--- config.mk ---
export PLATFORM = sky130hd
export DESIGN_NAME = tape_char_serdes_timing
export DESIGN_NICKNAME = d
export VERILOG_FILES = /design/src/design/tape_pkg.sv /design/src/design/phase_if.sv /design/src/design/phase_gen.sv /design/src/design/char_fifo.sv /design/src/design/tape_char_serdes_timing.sv
export SDC_FILE = /design/constraint.sdc
export NUM_CORES = 1
export LEC_CHECK = 0
export BUFFER_PORTS_ARGS = -buffer_cell sky130_fd_sc_hd__clkbuf_2
export CAP_MARGIN = 20
export CORE_UTILIZATION = 60
export DETAILED_ROUTE_END_ITERATION = 10
export PLACE_DENSITY = 0.78
export SLEW_MARGIN = 20
export SYNTH_ARGS = -nofsm -noshare
export SYNTH_HDL_FRONTEND = slang
export SYNTH_SLANG_ARGS = --single-unit
--- constraint.sdc ---
create_clock -name clk_sys -period 10.6 [get_ports clk_sys]
set_input_delay 2.12 -clock clk_sys [delete_from_list [all_inputs] [get_ports clk_sys]]
set_output_delay 2.12 -clock clk_sys [all_outputs]
set_load 0.005 [all_outputs]
--- src/design/tape_pkg.sv ---
// Functional notes
// - all timing from a 2.048 MHz oscillator
// - divide oscillator by sixteen for 128 kHz
// - phase one at count eight, two at sixteen
// - toggle halves phase one into two sub-phases
// - phase encoding, two transitions per bit cell
// - strobe count three marks sync and bit timing
// - read bits shift into eight-bit shifter
// - parallel load in second half of bit nine
// - ten bit frame, double-width parity, final clock
// - write loads eight bits, shifts out, adds parity
// - exactly one track enabled, read or write
// - read path ignored while writing
// - read data latched at each strobe
// - parallel bytes to host, serial to deck
// Purpose: shared constants and types for the tape character path
// Assumes: clk_sys at 10 MHz, oscillator rate made by a fractional enable
// Notes:   design counts derived here; the deck model hard codes its strobe and cell timing
package tape_pkg;
  localparam int         CLK_HZ      = 10_000_000;
  localparam int         OSC_HZ      = 2_048_000;
  // fractional step: osc/1000 over clk/1000 keeps the accumulator small
  localparam int         ACC_W       = 15;
  localparam logic [14:0] OSC_STEP   = 15'(OSC_HZ / 1000);
  localparam logic [14:0] ACC_MOD    = 15'(CLK_HZ / 1000);
  localparam logic [3:0] BASE_LAST   = 4'hF;  // divide by sixteen
  localparam logic [3:0] PHI1_CNT    = 4'h7;  // eighth count of base clock
  localparam logic [3:0] PHI2_CNT    = 4'hF;  // sixteenth count
  localparam logic [1:0] SYNC_COUNT  = 2'h3;  // strobes per first full bit
  localparam logic [1:0] STB_RELOAD  = 2'h1;  // later bits every two strobes
  localparam int         CHAR_BITS   = 8;
  localparam logic [3:0] DATA_LAST   = 4'h8;
  localparam logic [3:0] LOAD_BIT    = 4'h9;
  localparam logic [3:0] FRAME_BITS  = 4'hA;
  localparam logic       PARITY_ODD  = 1'b1;
  localparam int         FIFO_DEPTH  = 8;

  typedef enum logic [1:0] {RD_HUNT = 2'b01, RD_FRAME = 2'b10} rd_state_t;
  typedef enum logic [1:0] {WR_IDLE = 2'b01, WR_SEND = 2'b10} wr_state_t;
endpackage : tape_pkg

--- src/design/phase_if.sv ---
// Purpose: carries the clock-phase enables between timing and data logic
// Assumes: all members are one-cycle pulses on clk_sys
// Notes:   none
`timescale 1ns/1ps
`default_nettype none
interface phase_if;
  logic oscEn;
  logic baseEn;
  logic phi1;
  logic phi2;
  logic phi1A;
  logic phi1B;
  modport src (output oscEn, output baseEn, output phi1, output phi2, output phi1A, output phi1B);
  modport snk (input oscEn, input baseEn, input phi1, input phi2, input phi1A, input phi1B);
endinterface : phase_if
`default_nettype wire

--- src/design/phase_gen.sv ---
// Purpose: oscillator enable, base divider and phase generator
// Assumes: one clock; every slower rate is an enable pulse
// Notes:   oscillator pulses jitter by one cycle, average rate exact
`timescale 1ns/1ps
`default_nettype none
module phase_gen (
  input  wire logic clk_sys,
  input  wire logic reset,
  phase_if.src      ph
);
  import tape_pkg::*;

  typedef struct packed {
    logic [14:0] acc;
    logic [3:0]  div;
    logic [3:0]  cnt;
    logic        tog;
    logic        oscEn;
    logic        baseEn;
    logic        phi1;
    logic        phi2;
    logic        phi1A;
    logic        phi1B;
  } pg_state_t;

  pg_state_t st_r, st_nxt;
  logic [14:0] sum;

  always_comb begin
    st_nxt = st_r;
    st_nxt.oscEn  = 1'b0;
    st_nxt.baseEn = 1'b0;
    st_nxt.phi1   = 1'b0;
    st_nxt.phi2   = 1'b0;
    st_nxt.phi1A  = 1'b0;
    st_nxt.phi1B  = 1'b0;
    sum = st_r.acc + OSC_STEP;
    if (sum >= ACC_MOD) begin
      st_nxt.acc   = sum - ACC_MOD;
      st_nxt.oscEn = 1'b1;
    end else begin
      st_nxt.acc = sum;
    end
    if (st_r.oscEn) begin
      st_nxt.div    = st_r.div + 4'h1;
      st_nxt.baseEn = (st_r.div == BASE_LAST);
    end
    if (st_r.baseEn) begin
      st_nxt.cnt  = st_r.cnt + 4'h1;
      st_nxt.phi1 = (st_r.cnt == PHI1_CNT);
      st_nxt.phi2 = (st_r.cnt == PHI2_CNT);
    end
    if (st_r.phi1) begin
      st_nxt.tog   = ~st_r.tog;
      st_nxt.phi1A = ~st_r.tog;
      st_nxt.phi1B = st_r.tog;
    end
  end

  always_ff @(posedge clk_sys or posedge reset) begin
    if (reset) begin
      st_r <= '0;
    end else begin
      st_r <= st_nxt;
    end
  end

  assign ph.oscEn  = st_r.oscEn;
  assign ph.baseEn = st_r.baseEn;
  assign ph.phi1   = st_r.phi1;
  assign ph.phi2   = st_r.phi2;
  assign ph.phi1A  = st_r.phi1A;
  assign ph.phi1B  = st_r.phi1B;

  base_after_osc_a: assert property (@(posedge clk_sys) disable iff (reset)
    st_r.baseEn |-> $past(st_r.oscEn) && $past(st_r.div) == BASE_LAST)
    else $error("base enable without sixteenth oscillator pulse");
  phases_apart_a: assert property (@(posedge clk_sys) disable iff (reset)
    st_r.phi1 |-> !st_r.phi2 ##1 !st_r.phi2 [*8])
    else $error("phase two too close to phase one");
  subphase_split_a: assert property (@(posedge clk_sys) disable iff (reset)
    st_r.phi1 |=> (st_r.phi1A ^ st_r.phi1B) && (st_r.phi1B == $past(st_r.tog)))
    else $error("sub-phase not derived from toggle");
endmodule : phase_gen
`default_nettype wire

--- src/design/char_fifo.sv ---
// Purpose: small character buffer between host and write serializer
// Assumes: single clock, simultaneous push and pop allowed
// Notes:   flags registered so ready leaves straight from a flop
`timescale 1ns/1ps
`default_nettype none
module char_fifo #(
  parameter int W     = 8,
  parameter int DEPTH = 8
) (
  input  wire logic         clk_sys,
  input  wire logic         reset,
  input  wire logic         inValid,
  output logic              inReady,
  input  wire logic [W-1:0] inData,
  output logic              outValid,
  input  wire logic         outReady,
  output logic [W-1:0]      outData
);
  localparam int AW = $clog2(DEPTH);

  typedef struct packed {
    logic [DEPTH-1:0][W-1:0] mem;
    logic [AW-1:0]           wp;
    logic [AW-1:0]           rp;
    logic [AW:0]             cnt;
    logic                    notFull;
    logic                    notEmpty;
  } fifo_state_t;

  fifo_state_t st_r, st_nxt;
  logic push, pop;

  always_comb begin
    st_nxt = st_r;
    push = inValid & st_r.notFull;
    pop  = outReady & st_r.notEmpty;
    if (push) begin
      st_nxt.mem[st_r.wp] = inData;
      st_nxt.wp = (st_r.wp == AW'(DEPTH - 1)) ? '0 : st_r.wp + 1'b1;
    end
    if (pop) begin
      st_nxt.rp = (st_r.rp == AW'(DEPTH - 1)) ? '0 : st_r.rp + 1'b1;
    end
    st_nxt.cnt = st_r.cnt + (AW+1)'(push) - (AW+1)'(pop);
    st_nxt.notFull  = (st_nxt.cnt != (AW+1)'(DEPTH));
    st_nxt.notEmpty = (st_nxt.cnt != '0);
  end

  always_ff @(posedge clk_sys or posedge reset) begin
    if (reset) begin
      st_r <= '0;
      st_r.notFull <= 1'b1;
    end else begin
      st_r <= st_nxt;
    end
  end

  assign inReady  = st_r.notFull;
  assign outValid = st_r.notEmpty;
  assign outData  = st_r.mem[st_r.rp];
endmodule : char_fifo
`default_nettype wire

--- src/design/tape_char_serdes_timing.sv ---
// Purpose: character timing, read deserializer and write serializer
// Assumes: deck pins synchronous to clk_sys; strobe arrives active low
// Notes:   host bytes pass through an 8-word buffer before serializing
`timescale 1ns/1ps
`default_nettype none
module tape_char_serdes_timing (
  input  wire logic       clk_sys,
  input  wire logic       reset,
  input  wire logic [7:0] hostWrData,
  input  wire logic       hostWrValid,
  output logic            hostWrReady,
  output logic [7:0]      hostRdData,
  output logic            hostRdValid,
  output logic            parityErr,
  output logic            rdSynced,
  input  wire logic       rdStrobeN,
  input  wire logic       rdLevel,
  input  wire logic       trackSelB,
  input  wire logic       writeMode,
  output logic            trackAEn,
  output logic            trackBEn,
  output logic            trackWrite,
  output logic            wrSerial,
  output logic            wrActive,
  input  wire logic       dirIn,
  input  wire logic       speedIn,
  input  wire logic       runIn,
  output logic            dirOut,
  output logic            speedOut,
  output logic            runOut
);
  import tape_pkg::*;

  function automatic logic parity_of(input logic [7:0] d);
    parity_of = (^d) ^ PARITY_ODD;
  endfunction : parity_of

  typedef struct packed {
    rd_state_t  rdState;
    logic       stbPrev;
    logic [1:0] stbCnt;
    logic       rdLatch;
    logic [3:0] bitCnt;
    logic [7:0] rdShift;
    logic       rdParA;
    logic [7:0] rdData;
    logic       rdValid;
    logic       parErr;
    wr_state_t  wrState;
    logic [7:0] wrShift;
    logic       wrPar;
    logic [3:0] wrIdx;
    logic       wrSer;
    logic       trkA;
    logic       trkB;
    logic       trkW;
    logic       dir;
    logic       speed;
    logic       run;
  } top_state_t;

  top_state_t st_r, st_nxt;
  phase_if    ph ();

  logic       fifoValid;
  logic       fifoPop;
  logic [7:0] fifoData;
  logic       stbEdge;
  logic       bitTick;
  logic       levelNow;
  logic       wrBit;

  phase_gen u_phase (
    .clk_sys (clk_sys),
    .reset   (reset),
    .ph      (ph)
  );

  // host writes stall here when the buffer is full
  char_fifo #(.W(CHAR_BITS), .DEPTH(FIFO_DEPTH)) u_fifo (
    .clk_sys  (clk_sys),
    .reset    (reset),
    .inValid  (hostWrValid),
    .inReady  (hostWrReady),
    .inData   (hostWrData),
    .outValid (fifoValid),
    .outReady (fifoPop),
    .outData  (fifoData)
  );

  // pop only at a bit boundary so a new character starts cleanly
  assign fifoPop = ph.phi1 & st_r.trkW & fifoValid &
                   ((st_r.wrState == WR_IDLE) ||
                    (st_r.wrState == WR_SEND && st_r.wrIdx == LOAD_BIT));

  always_comb begin
    st_nxt = st_r;
    st_nxt.rdValid = 1'b0;
    bitTick  = 1'b0;
    wrBit    = 1'b0;
    // strobe arrives low active; inverted before counting
    stbEdge  = ~rdStrobeN & ~st_r.stbPrev;
    st_nxt.stbPrev = ~rdStrobeN;
    levelNow = st_r.rdLatch;

    st_nxt.trkA = ~trackSelB;
    st_nxt.trkB = trackSelB;
    st_nxt.trkW = writeMode;
    st_nxt.dir   = dirIn;
    st_nxt.speed = speedIn;
    st_nxt.run   = runIn;

    if (st_r.trkW) begin
      // write head noise reaches the read amplifier; drop it all
      st_nxt.rdState = RD_HUNT;
      st_nxt.stbCnt  = 2'h0;
      st_nxt.bitCnt  = 4'h0;
    end else if (stbEdge) begin
      levelNow = rdLevel;
      st_nxt.rdLatch = rdLevel;
      if (st_r.stbCnt + 2'h1 == SYNC_COUNT) begin
        bitTick = 1'b1;
        st_nxt.stbCnt = STB_RELOAD;
      end else begin
        st_nxt.stbCnt = st_r.stbCnt + 2'h1;
      end
    end

    if (bitTick) begin
      unique case (st_r.rdState)
        RD_HUNT: begin
          st_nxt.rdState = RD_FRAME;
          st_nxt.bitCnt  = 4'h0;
        end
        RD_FRAME: begin
          st_nxt.bitCnt = st_r.bitCnt + 4'h1;
          if (st_r.bitCnt < DATA_LAST) begin
            st_nxt.rdShift = {st_r.rdShift[6:0], levelNow};
          end
          if (st_r.bitCnt == DATA_LAST) begin
            st_nxt.rdParA  = levelNow;
            st_nxt.rdData  = st_r.rdShift;
            st_nxt.rdValid = 1'b1;
          end
          if (st_r.bitCnt == LOAD_BIT) begin
            // second parity cell closes the character
            st_nxt.parErr = (st_r.rdParA != levelNow) ||
                            (levelNow != parity_of(st_r.rdData));
            st_nxt.bitCnt = 4'h0;
          end
        end
      endcase
    end

    unique case (st_r.wrState)
      WR_IDLE: begin
        if (fifoPop) begin
          st_nxt.wrState = WR_SEND;
          st_nxt.wrShift = fifoData;
          st_nxt.wrPar   = parity_of(fifoData);
          st_nxt.wrIdx   = 4'h0;
          st_nxt.wrSer   = ~fifoData[7];
        end
      end
      WR_SEND: begin
        wrBit = (st_r.wrIdx < DATA_LAST) ? st_r.wrShift[7] : st_r.wrPar;
        if (ph.phi2) begin
          st_nxt.wrSer = wrBit;
        end
        if (ph.phi1) begin
          if (fifoPop) begin
            st_nxt.wrShift = fifoData;
            st_nxt.wrPar   = parity_of(fifoData);
            st_nxt.wrIdx   = 4'h0;
            st_nxt.wrSer   = ~fifoData[7];
          end else if (st_r.wrIdx == LOAD_BIT) begin
            st_nxt.wrState = WR_IDLE;
            st_nxt.wrIdx   = 4'h0;
          end else begin
            st_nxt.wrIdx = st_r.wrIdx + 4'h1;
            if (st_r.wrIdx < DATA_LAST) begin
              st_nxt.wrShift = {st_r.wrShift[6:0], 1'b0};
            end
            st_nxt.wrSer = (st_r.wrIdx + 4'h1 < DATA_LAST) ?
                           ~st_r.wrShift[6] : ~st_r.wrPar;
          end
        end
      end
    endcase
  end

  always_ff @(posedge clk_sys or posedge reset) begin
    if (reset) begin
      st_r <= '0;
      st_r.rdState <= RD_HUNT;
      st_r.wrState <= WR_IDLE;
      st_r.trkA    <= 1'b1;
    end else begin
      st_r <= st_nxt;
    end
  end

  assign hostRdData  = st_r.rdData;
  assign hostRdValid = st_r.rdValid;
  assign parityErr   = st_r.parErr;
  assign rdSynced    = st_r.rdState[1];  // one-hot frame bit, straight from its flop
  assign trackAEn    = st_r.trkA;
  assign trackBEn    = st_r.trkB;
  assign trackWrite  = st_r.trkW;
  assign wrSerial    = st_r.wrSer;
  assign wrActive    = st_r.wrState[1];
  assign dirOut      = st_r.dir;
  assign speedOut    = st_r.speed;
  assign runOut      = st_r.run;

  track_onehot_a: assert property (@(posedge clk_sys) disable iff (reset)
    trackAEn ^ trackBEn)
    else $error("track enables not one-hot");
  read_muted_a: assert property (@(posedge clk_sys) disable iff (reset)
    trackWrite |=> !hostRdValid && !rdSynced)
    else $error("read activity during write");
  load_at_nine_a: assert property (@(posedge clk_sys) disable iff (reset)
    hostRdValid |-> st_r.bitCnt == LOAD_BIT && rdSynced)
    else $error("parallel load outside bit nine");
  strobe_count_a: assert property (@(posedge clk_sys) disable iff (reset)
    st_r.stbCnt != SYNC_COUNT)
    else $error("strobe counter passed three");
  frame_range_a: assert property (@(posedge clk_sys) disable iff (reset)
    st_r.bitCnt < FRAME_BITS)
    else $error("bit counter beyond frame");
  latch_hold_a: assert property (@(posedge clk_sys) disable iff (reset)
    !stbEdge |=> $stable(st_r.rdLatch))
    else $error("read level changed without strobe");
  mid_bit_a: assert property (@(posedge clk_sys) disable iff (reset)
    wrActive && ph.phi2 && !ph.phi1 |=> wrSerial == $past(wrBit))
    else $error("mid-cell write level wrong");
  write_load_a: assert property (@(posedge clk_sys) disable iff (reset)
    fifoPop |=> wrActive && st_r.wrIdx == 4'h0 && st_r.wrPar == parity_of(st_r.wrShift))
    else $error("write character not loaded with parity");

  track_follow_a: assert property (@(posedge clk_sys) disable iff (reset)
    1'b1 |=> trackBEn == $past(trackSelB) && trackWrite == $past(writeMode))
    else $error("track select not registered");
  motor_copy_a: assert property (@(posedge clk_sys) disable iff (reset)
    1'b1 |=> {dirOut, speedOut, runOut} == $past({dirIn, speedIn, runIn}))
    else $error("motor controls not passed on");
  sync_found_a: assert property (@(posedge clk_sys) disable iff (reset)
    bitTick && !rdSynced |=> rdSynced && st_r.bitCnt == 4'h0)
    else $error("sync tick did not start a frame");
  strobe_tick_a: assert property (@(posedge clk_sys) disable iff (reset)
    stbEdge && !trackWrite && st_r.stbCnt == 2'h2 |-> bitTick)
    else $error("third strobe gave no bit tick");
  shift_in_a: assert property (@(posedge clk_sys) disable iff (reset)
    bitTick && rdSynced && st_r.bitCnt < DATA_LAST |=> st_r.rdShift[0] == $past(rdLevel))
    else $error("read bit not shifted in");
  latch_on_strobe_a: assert property (@(posedge clk_sys) disable iff (reset)
    stbEdge && !trackWrite |=> st_r.rdLatch == $past(rdLevel))
    else $error("read level not latched at strobe");
  load_data_a: assert property (@(posedge clk_sys) disable iff (reset)
    hostRdValid |-> hostRdData == st_r.rdShift)
    else $error("loaded character differs from shifter");
  frame_wrap_a: assert property (@(posedge clk_sys) disable iff (reset)
    bitTick && rdSynced && st_r.bitCnt == LOAD_BIT |=> rdSynced && st_r.bitCnt == 4'h0)
    else $error("frame did not close after ten bits");
  parity_mismatch_a: assert property (@(posedge clk_sys) disable iff (reset)
    bitTick && rdSynced && st_r.bitCnt == LOAD_BIT && rdLevel != st_r.rdParA |=> parityErr)
    else $error("unequal parity cells not flagged");
  hunt_quiet_a: assert property (@(posedge clk_sys) disable iff (reset)
    !rdSynced |=> !hostRdValid)
    else $error("character delivered before sync");
  tick_unmuted_a: assert property (@(posedge clk_sys) disable iff (reset)
    bitTick |-> !trackWrite && stbEdge)
    else $error("bit tick while writing");
  write_mute_a: assert property (@(posedge clk_sys) disable iff (reset)
    trackWrite |=> st_r.stbCnt == 2'h0 && st_r.bitCnt == 4'h0)
    else $error("read counters run during write");
  pop_boundary_a: assert property (@(posedge clk_sys) disable iff (reset)
    fifoPop |-> ph.phi1 && trackWrite)
    else $error("character taken off a bit boundary");
  write_first_half_a: assert property (@(posedge clk_sys) disable iff (reset)
    fifoPop |=> wrSerial == !$past(fifoData[7]))
    else $error("first half cell not inverted");
  mid_cell_flip_a: assert property (@(posedge clk_sys) disable iff (reset)
    wrActive && ph.phi2 |=> wrSerial != $past(wrSerial))
    else $error("no mid-cell transition");
  parity_cells_a: assert property (@(posedge clk_sys) disable iff (reset)
    wrActive && ph.phi2 && st_r.wrIdx >= DATA_LAST |=> wrSerial == st_r.wrPar)
    else $error("parity cell level wrong");
  write_step_a: assert property (@(posedge clk_sys) disable iff (reset)
    wrActive && ph.phi1 && st_r.wrIdx < LOAD_BIT |=> st_r.wrIdx == $past(st_r.wrIdx) + 4'h1)
    else $error("write bit index did not advance");
  write_ends_a: assert property (@(posedge clk_sys) disable iff (reset)
    wrActive && ph.phi1 && st_r.wrIdx == LOAD_BIT && !fifoPop |=> !wrActive)
    else $error("serializer ran past the frame");
  subphase_after_a: assert property (@(posedge clk_sys) disable iff (reset)
    ph.phi1A || ph.phi1B |-> $past(ph.phi1))
    else $error("sub-phase without phase one");

  read_char_c: cover property (@(posedge clk_sys) disable iff (reset) hostRdValid);
  parity_bad_c: cover property (@(posedge clk_sys) disable iff (reset) $rose(parityErr));
  write_done_c: cover property (@(posedge clk_sys) disable iff (reset) $fell(wrActive));
  fifo_full_c: cover property (@(posedge clk_sys) disable iff (reset) !hostWrReady);
  sync_found_c: cover property (@(posedge clk_sys) disable iff (reset) $rose(rdSynced));
endmodule : tape_char_serdes_timing
`default_nettype wire

# Yosys cells after proc, flatten, opt, wreduce, memory -nomap -nowiden
# Cells that the tools add are included.
[op_classes]
bitwise = 15
n_eq_ne = 23
addsub = 11
muxes = 45
magnitude_cmp = 7
n_reduce_logical = 17
[ops]
columns = ["cell", "n"]
rows = [
  ["$bwmux 64", 1],
  ["$mux 8", 6],
  ["$mux 16", 2],
  ["$pmux 16 s2", 1],
  ["$bmux 8 s3", 1],
  ["$demux 8 s3", 1],
  ["$mux 23", 1],
  ["$eq 4x4->1 const B", 5],
  ["$mux 19", 1],
  ["$add 4x1->4 const B", 4],
  ["$mux 2", 8],
  ["$reduce_xor 8->1", 2],
  ["$add 15x12->15 const B", 1],
  ["$ge 15x14->1 const B", 1],
  ["$mux 15", 1],
  ["$sub 15x14->15 const B", 1],
  ["$mux 1", 13],
  ["$lt 4x4->1 const B", 3],
  ["$mux 4", 3],
  ["$reduce_and 3->1", 4],
  ["$mux 10", 1],
  ["$mux 3", 3],
  ["$not 1->1", 9],
  ["$lt 3x4->1 const B", 2],
  ["24 further kinds", 43],
]
[word_totals]
regBits = 154
output_inout_bits = 20

# Longest topological paths before layout
[logic_depth]
word_depth = 9
depth_mapped = 14
ltp_nobuf = 13

# Modules after synthesis
# From an unflattened synthesis, not the netlist that was laid out.
[hier_totals]
hier_cells = 552
hier_area_um2 = 7209.4
[modules_own_cells]
columns = ["mod", "instances", "cells_per_inst", "area_each_um2"]
rows = [
  ["char_fifo", 1, 223, 3560.9],
  ["tape_char_serdes_timing", 1, 226, 2438.6],
  ["phase_gen", 1, 103, 1209.9],
]

# Worst setup path before layout
# OpenSTA, ideal clock, no wires.
[synth_timing]
path_kind = "input to register"
startpoint = "in hostWrValid"
endpoint = "reg u_fifo.st_r (netlist bit u_fifo.outValid)"
slack_ps = 7078
cell_stages = 8
arrival_time_ps = 3396
setup_time_ps = 126
cell_sequence = "nand2_1 > inv_1 > ha_1 > inv_1 > fa_1 > inv_1 > nor3_1 > nand2b_1"
[synth_lines]
columns = ["element", "line", "text"]
rows = [
  ["start, declared", "tape_char_serdes_timing.sv:10", "input wire logic hostWrValid,"],
  ["end signal, assigned", "char_fifo.sv:54", "st_r <= st_nxt;"],
  ["end, declared", "char_fifo.sv:30", "fifo_state_t st_r, st_nxt;"],
]

# Worst setup path after layout
[layout_timing]
startpoint = "in hostWrValid"
endpoint = "reg u_fifo.st_r[43] in the netlist's numbering"
[layout_via]
elab_chain_cells = 1
[layout_lines]
columns = ["element", "line", "text"]
rows = [
  ["$and 1x1->1", "char_fifo.sv:35", "push = inValid & st_r.notFull;"],
  ["via u_fifo.push", "char_fifo.sv:31", "logic push, pop;"],
]
# The timed path passes the listed nets, and every way through them passes these cells.
# A chain may end at the register's enable or synchronous reset.

==> results.json <==
{
  "worstPathRequired_ns": 10.90,
  "powerDensity_nw_per_um2": 248.4,
  "synthArstFlopShare": 1.000,
  "worstRegToRegCells": 12,
  "reg2reg_setup_slack_ns": 7.77,
  "final_antenna_net_count": 0,
  "status": "finished clean",
  "avgRoutedWirePerCell_um": 17.51,
  "maxSlewViolCount": 0,
  "syn-num-nets": 641,
  "seq_area_frac_synth": 0.5013,
  "core_area_um2": 12110,
  "placedCellCount": 787,
  "clock_path_buffers": 2,
  "die_x_um": 113.8,
  "grt_max_degree": 97,
  "ir_worst_vdd_uv": 195.4,
  "reg2reg_from": "st_r[7]",
  "start_util": 0.6190,
  "crit_fanout": 10,
  "fmax_ghz": 0.2855,
  "synth_edf_count": 0,
  "synth_warnings": 0,
  "post_drt_via_cell_ratio": 5.764,
  "min_to": "u_phase.ph.phi1",
  "grt_pass1_wl_mm": 24.27,
  "layout-drive-gt1-share": 0.2857,
  "crit_type": "in2reg",
  "max_slew_margin": 0.3725,
  "ys.flop_type": "dfrtp_1",
  "portBuffers": 37,
  "hp-class": "reg2reg",
  "post_cts_buffers": 0,
  "ys_ff_latch": 150,
  "syn2layout_area_growth_pct": 12.42,
  "worstMarginPinSlew_ns": 0.9388,
  "rsz0062_at_grt": "no",
  "overflow": 0,
  "vias": 4721,
  "tritoncts": "built",
  "drv_cap": 0,
  "period_needed_ns": 3.503,
  "htree_levels": 4,
  "clock_sinks": 150,
  "cts_root_buffer": "clkbuf_16",
  "drc": 0,
  "post_synth_num_cell_types": 61,
  "antenna_found_initial": 0,
  "io_pins": 38,
  "worstHoldStart": "u_phase.st_r[10]",
  "cts_resized": 0,
  "r2r-end": "u_fifo.outValid",
  "hold_viol_final": 0,
  "grt_usage": 0.2458,
  "gp_congestion": 0.9102,
  "setup_violations": 0,
  "hpwl_mm": 9.604,
  "first_iter_violations": 299,
  "hold_depth": 1,
  "grt_pass1_vias": 4996,
  "totalWireLength_mm": 14.34,
  "power.leakage_nw": 3.635,
  "die_area_um2": 12950,
  "drtPass1Iterations": 4,
  "clk_latency_ns": 0.42,
  "antenna_cells": 0,
  "numCtsBuffers": 17,
  "nNetsFinal": 673,
  "timing.final.crit_share": 0.3305,
  "cts_hold_buf": 0,
  "cts.clk_slew.worst_paths_ns": 0.06,
  "netlist_instances": 606,
  "die_h_um": 113.8,
  "finalSetupTns_ns": 0,
  "syn_area_per_cell_um2": 12.37,
  "crit_path_end_kind": "flop",
  "final_cells": 819,
  "skew_ns": 0.005161,
  "netlist_area_um2": 7497,
  "worstSetupStartpointType": "primary input",
  "arrival_ns": 3.80,
  "rows": 40
}
[layout by cell type, fill, tap and decap left out, types with 12 or more instances in the layout]
cell type / synthesis / layout
dfrtp_1: 146 / 146
mux2_2: 77 / 77
nand2_1: 48 / 48
xnor2_1: 38 / 38
clkbuf_2: 0 / 37
nor2_1: 32 / 32
xor2_1: 28 / 28
o21ai_0: 23 / 23
mux2i_1: 22 / 22
a21oi_1: 21 / 21
mux4_2: 21 / 21
inv_1: 19 / 18
clkbuf_16: 0 / 17
ha_1: 16 / 16
nand3_1: 12 / 12
[state kept, by name, indices dropped and copies added (netlist names), 8 cells and up]
name / cells
u_phase.st_r: 19
hostRdData: 8
u_fifo.st_r: 74
st_r: 32
[cells in the mapped netlist (all sizes together), types with 2 or more instances]
cell,count,area share
nor4b,2,0.0040
or2b,2,0.0020
buf,20,0.018
mux2,78,0.12
a211o,2,0.0023
xor2,28,0.033
mux4,21,0.063
nor3b,3,0.0043
or3,2,0.0017
inv,19,0.0095
nor2,33,0.017
a21oi,22,0.015
mux2i,22,0.029
dfrtp,146,0.49
nor3,8,0.0075
nand3b,2,0.0020
ha,16,0.027
clkbuf,7,0.0035
o41ai,2,0.0023
nand2b,8,0.0067
nand4,3,0.0033
o31ai,3,0.0030
nor2b,5,0.0042
o22ai,2,0.0017
nand3,13,0.0093
a21o,3,0.0030
o21ai,23,0.015
nand2,49,0.025
xnor2,38,0.044
or4,2,0.0025
dfstp,4,0.014
[layout make-up]
type                    count  area (um^2)
clock buffers              24        471.7
clock inverters             8        193.9
fillers                   879         3684
inverters                  19        76.32
multi-input cells         410         3510
flip-flops and latches    150         3759
well taps                 168        210.2
repair buffers             40        207.7
[per-stage QoR]
stage          utilization  area, um^2  hold WS [ns]  setup slack, ns  power [mW]
6_report            0.6959        8428        0.4807            7.097       2.093
5_1_grt             0.6959        8428        0.4967            6.963       2.205
4_1_cts             0.6959        8428        0.4811            7.114       2.106
3_5_place_dp        0.6409        7762        0.4611            6.680       1.416
3_3_place_gp        0.6409        7762        0.4526            6.784       1.374
2_1_floorplan            -        7497        0.4382            4.450       1.281
[routing by layer]
layer | wire, um | vias up | global-route usage | part of all wire
met5 | 0 | - | 0 | 0
met4 | 319 | 0 | 0.09957 | 0.022
met3 | 458 | 29 | 0.06270 | 0.032
met2 | 7494 | 87 | 0.4150 | 0.52
met1 | 6068 | 2410 | 0.3040 | 0.42
li1 | - | 2195 | - | -
[worst max-delay path, cell delays in order]
cell and delay (ns):
clkbuf_2 0.07, nand2_1 0.21, inv_1 0.18, nand2_1 0.14, nor3b_2 0.67, mux2_2 0.41
[report_power, final]
group,switching [mW],internal [mW],leakage (nW)
Clock,0.224,0.454,0.323
Sequential,0.144,0.717,1.88
Combinational,0.225,0.329,1.44
[how the worst max path moves through the flow]
stage,startpoint,end,slack (ns),cells past startpoint
6_report,hostWrValid,u_fifo.st_r[43],7.10,6
2_1_floorplan,reset,dirOut,4.45,1
5_1_grt,hostWrValid,u_fifo.st_r[43],6.96,6
3_3_place_gp,hostWrValid,u_fifo.st_r[42],6.78,6
3_5_place_dp,hostWrValid,u_fifo.st_r[43],6.68,6
4_1_cts,hostWrValid,u_fifo.st_r[43],7.11,6
[logic make-up (layout without fill, tap and decap cells)]
logic type | count (synthesis) | count (layout) | synth area share
compound gates | 68 | 68 | 0.05474
simple gates | 138 | 138 | 0.09730
fa+ha+maj | 17 | 17 | 0.02937
mux | 121 | 121 | 0.2096
xor+xnor | 66 | 66 | 0.07710
flops | 150 | 150 | 0.5013
buf+inv | 46 | 91 | 0.03054
No activity file was read; power rests on OpenSTA's default activity.
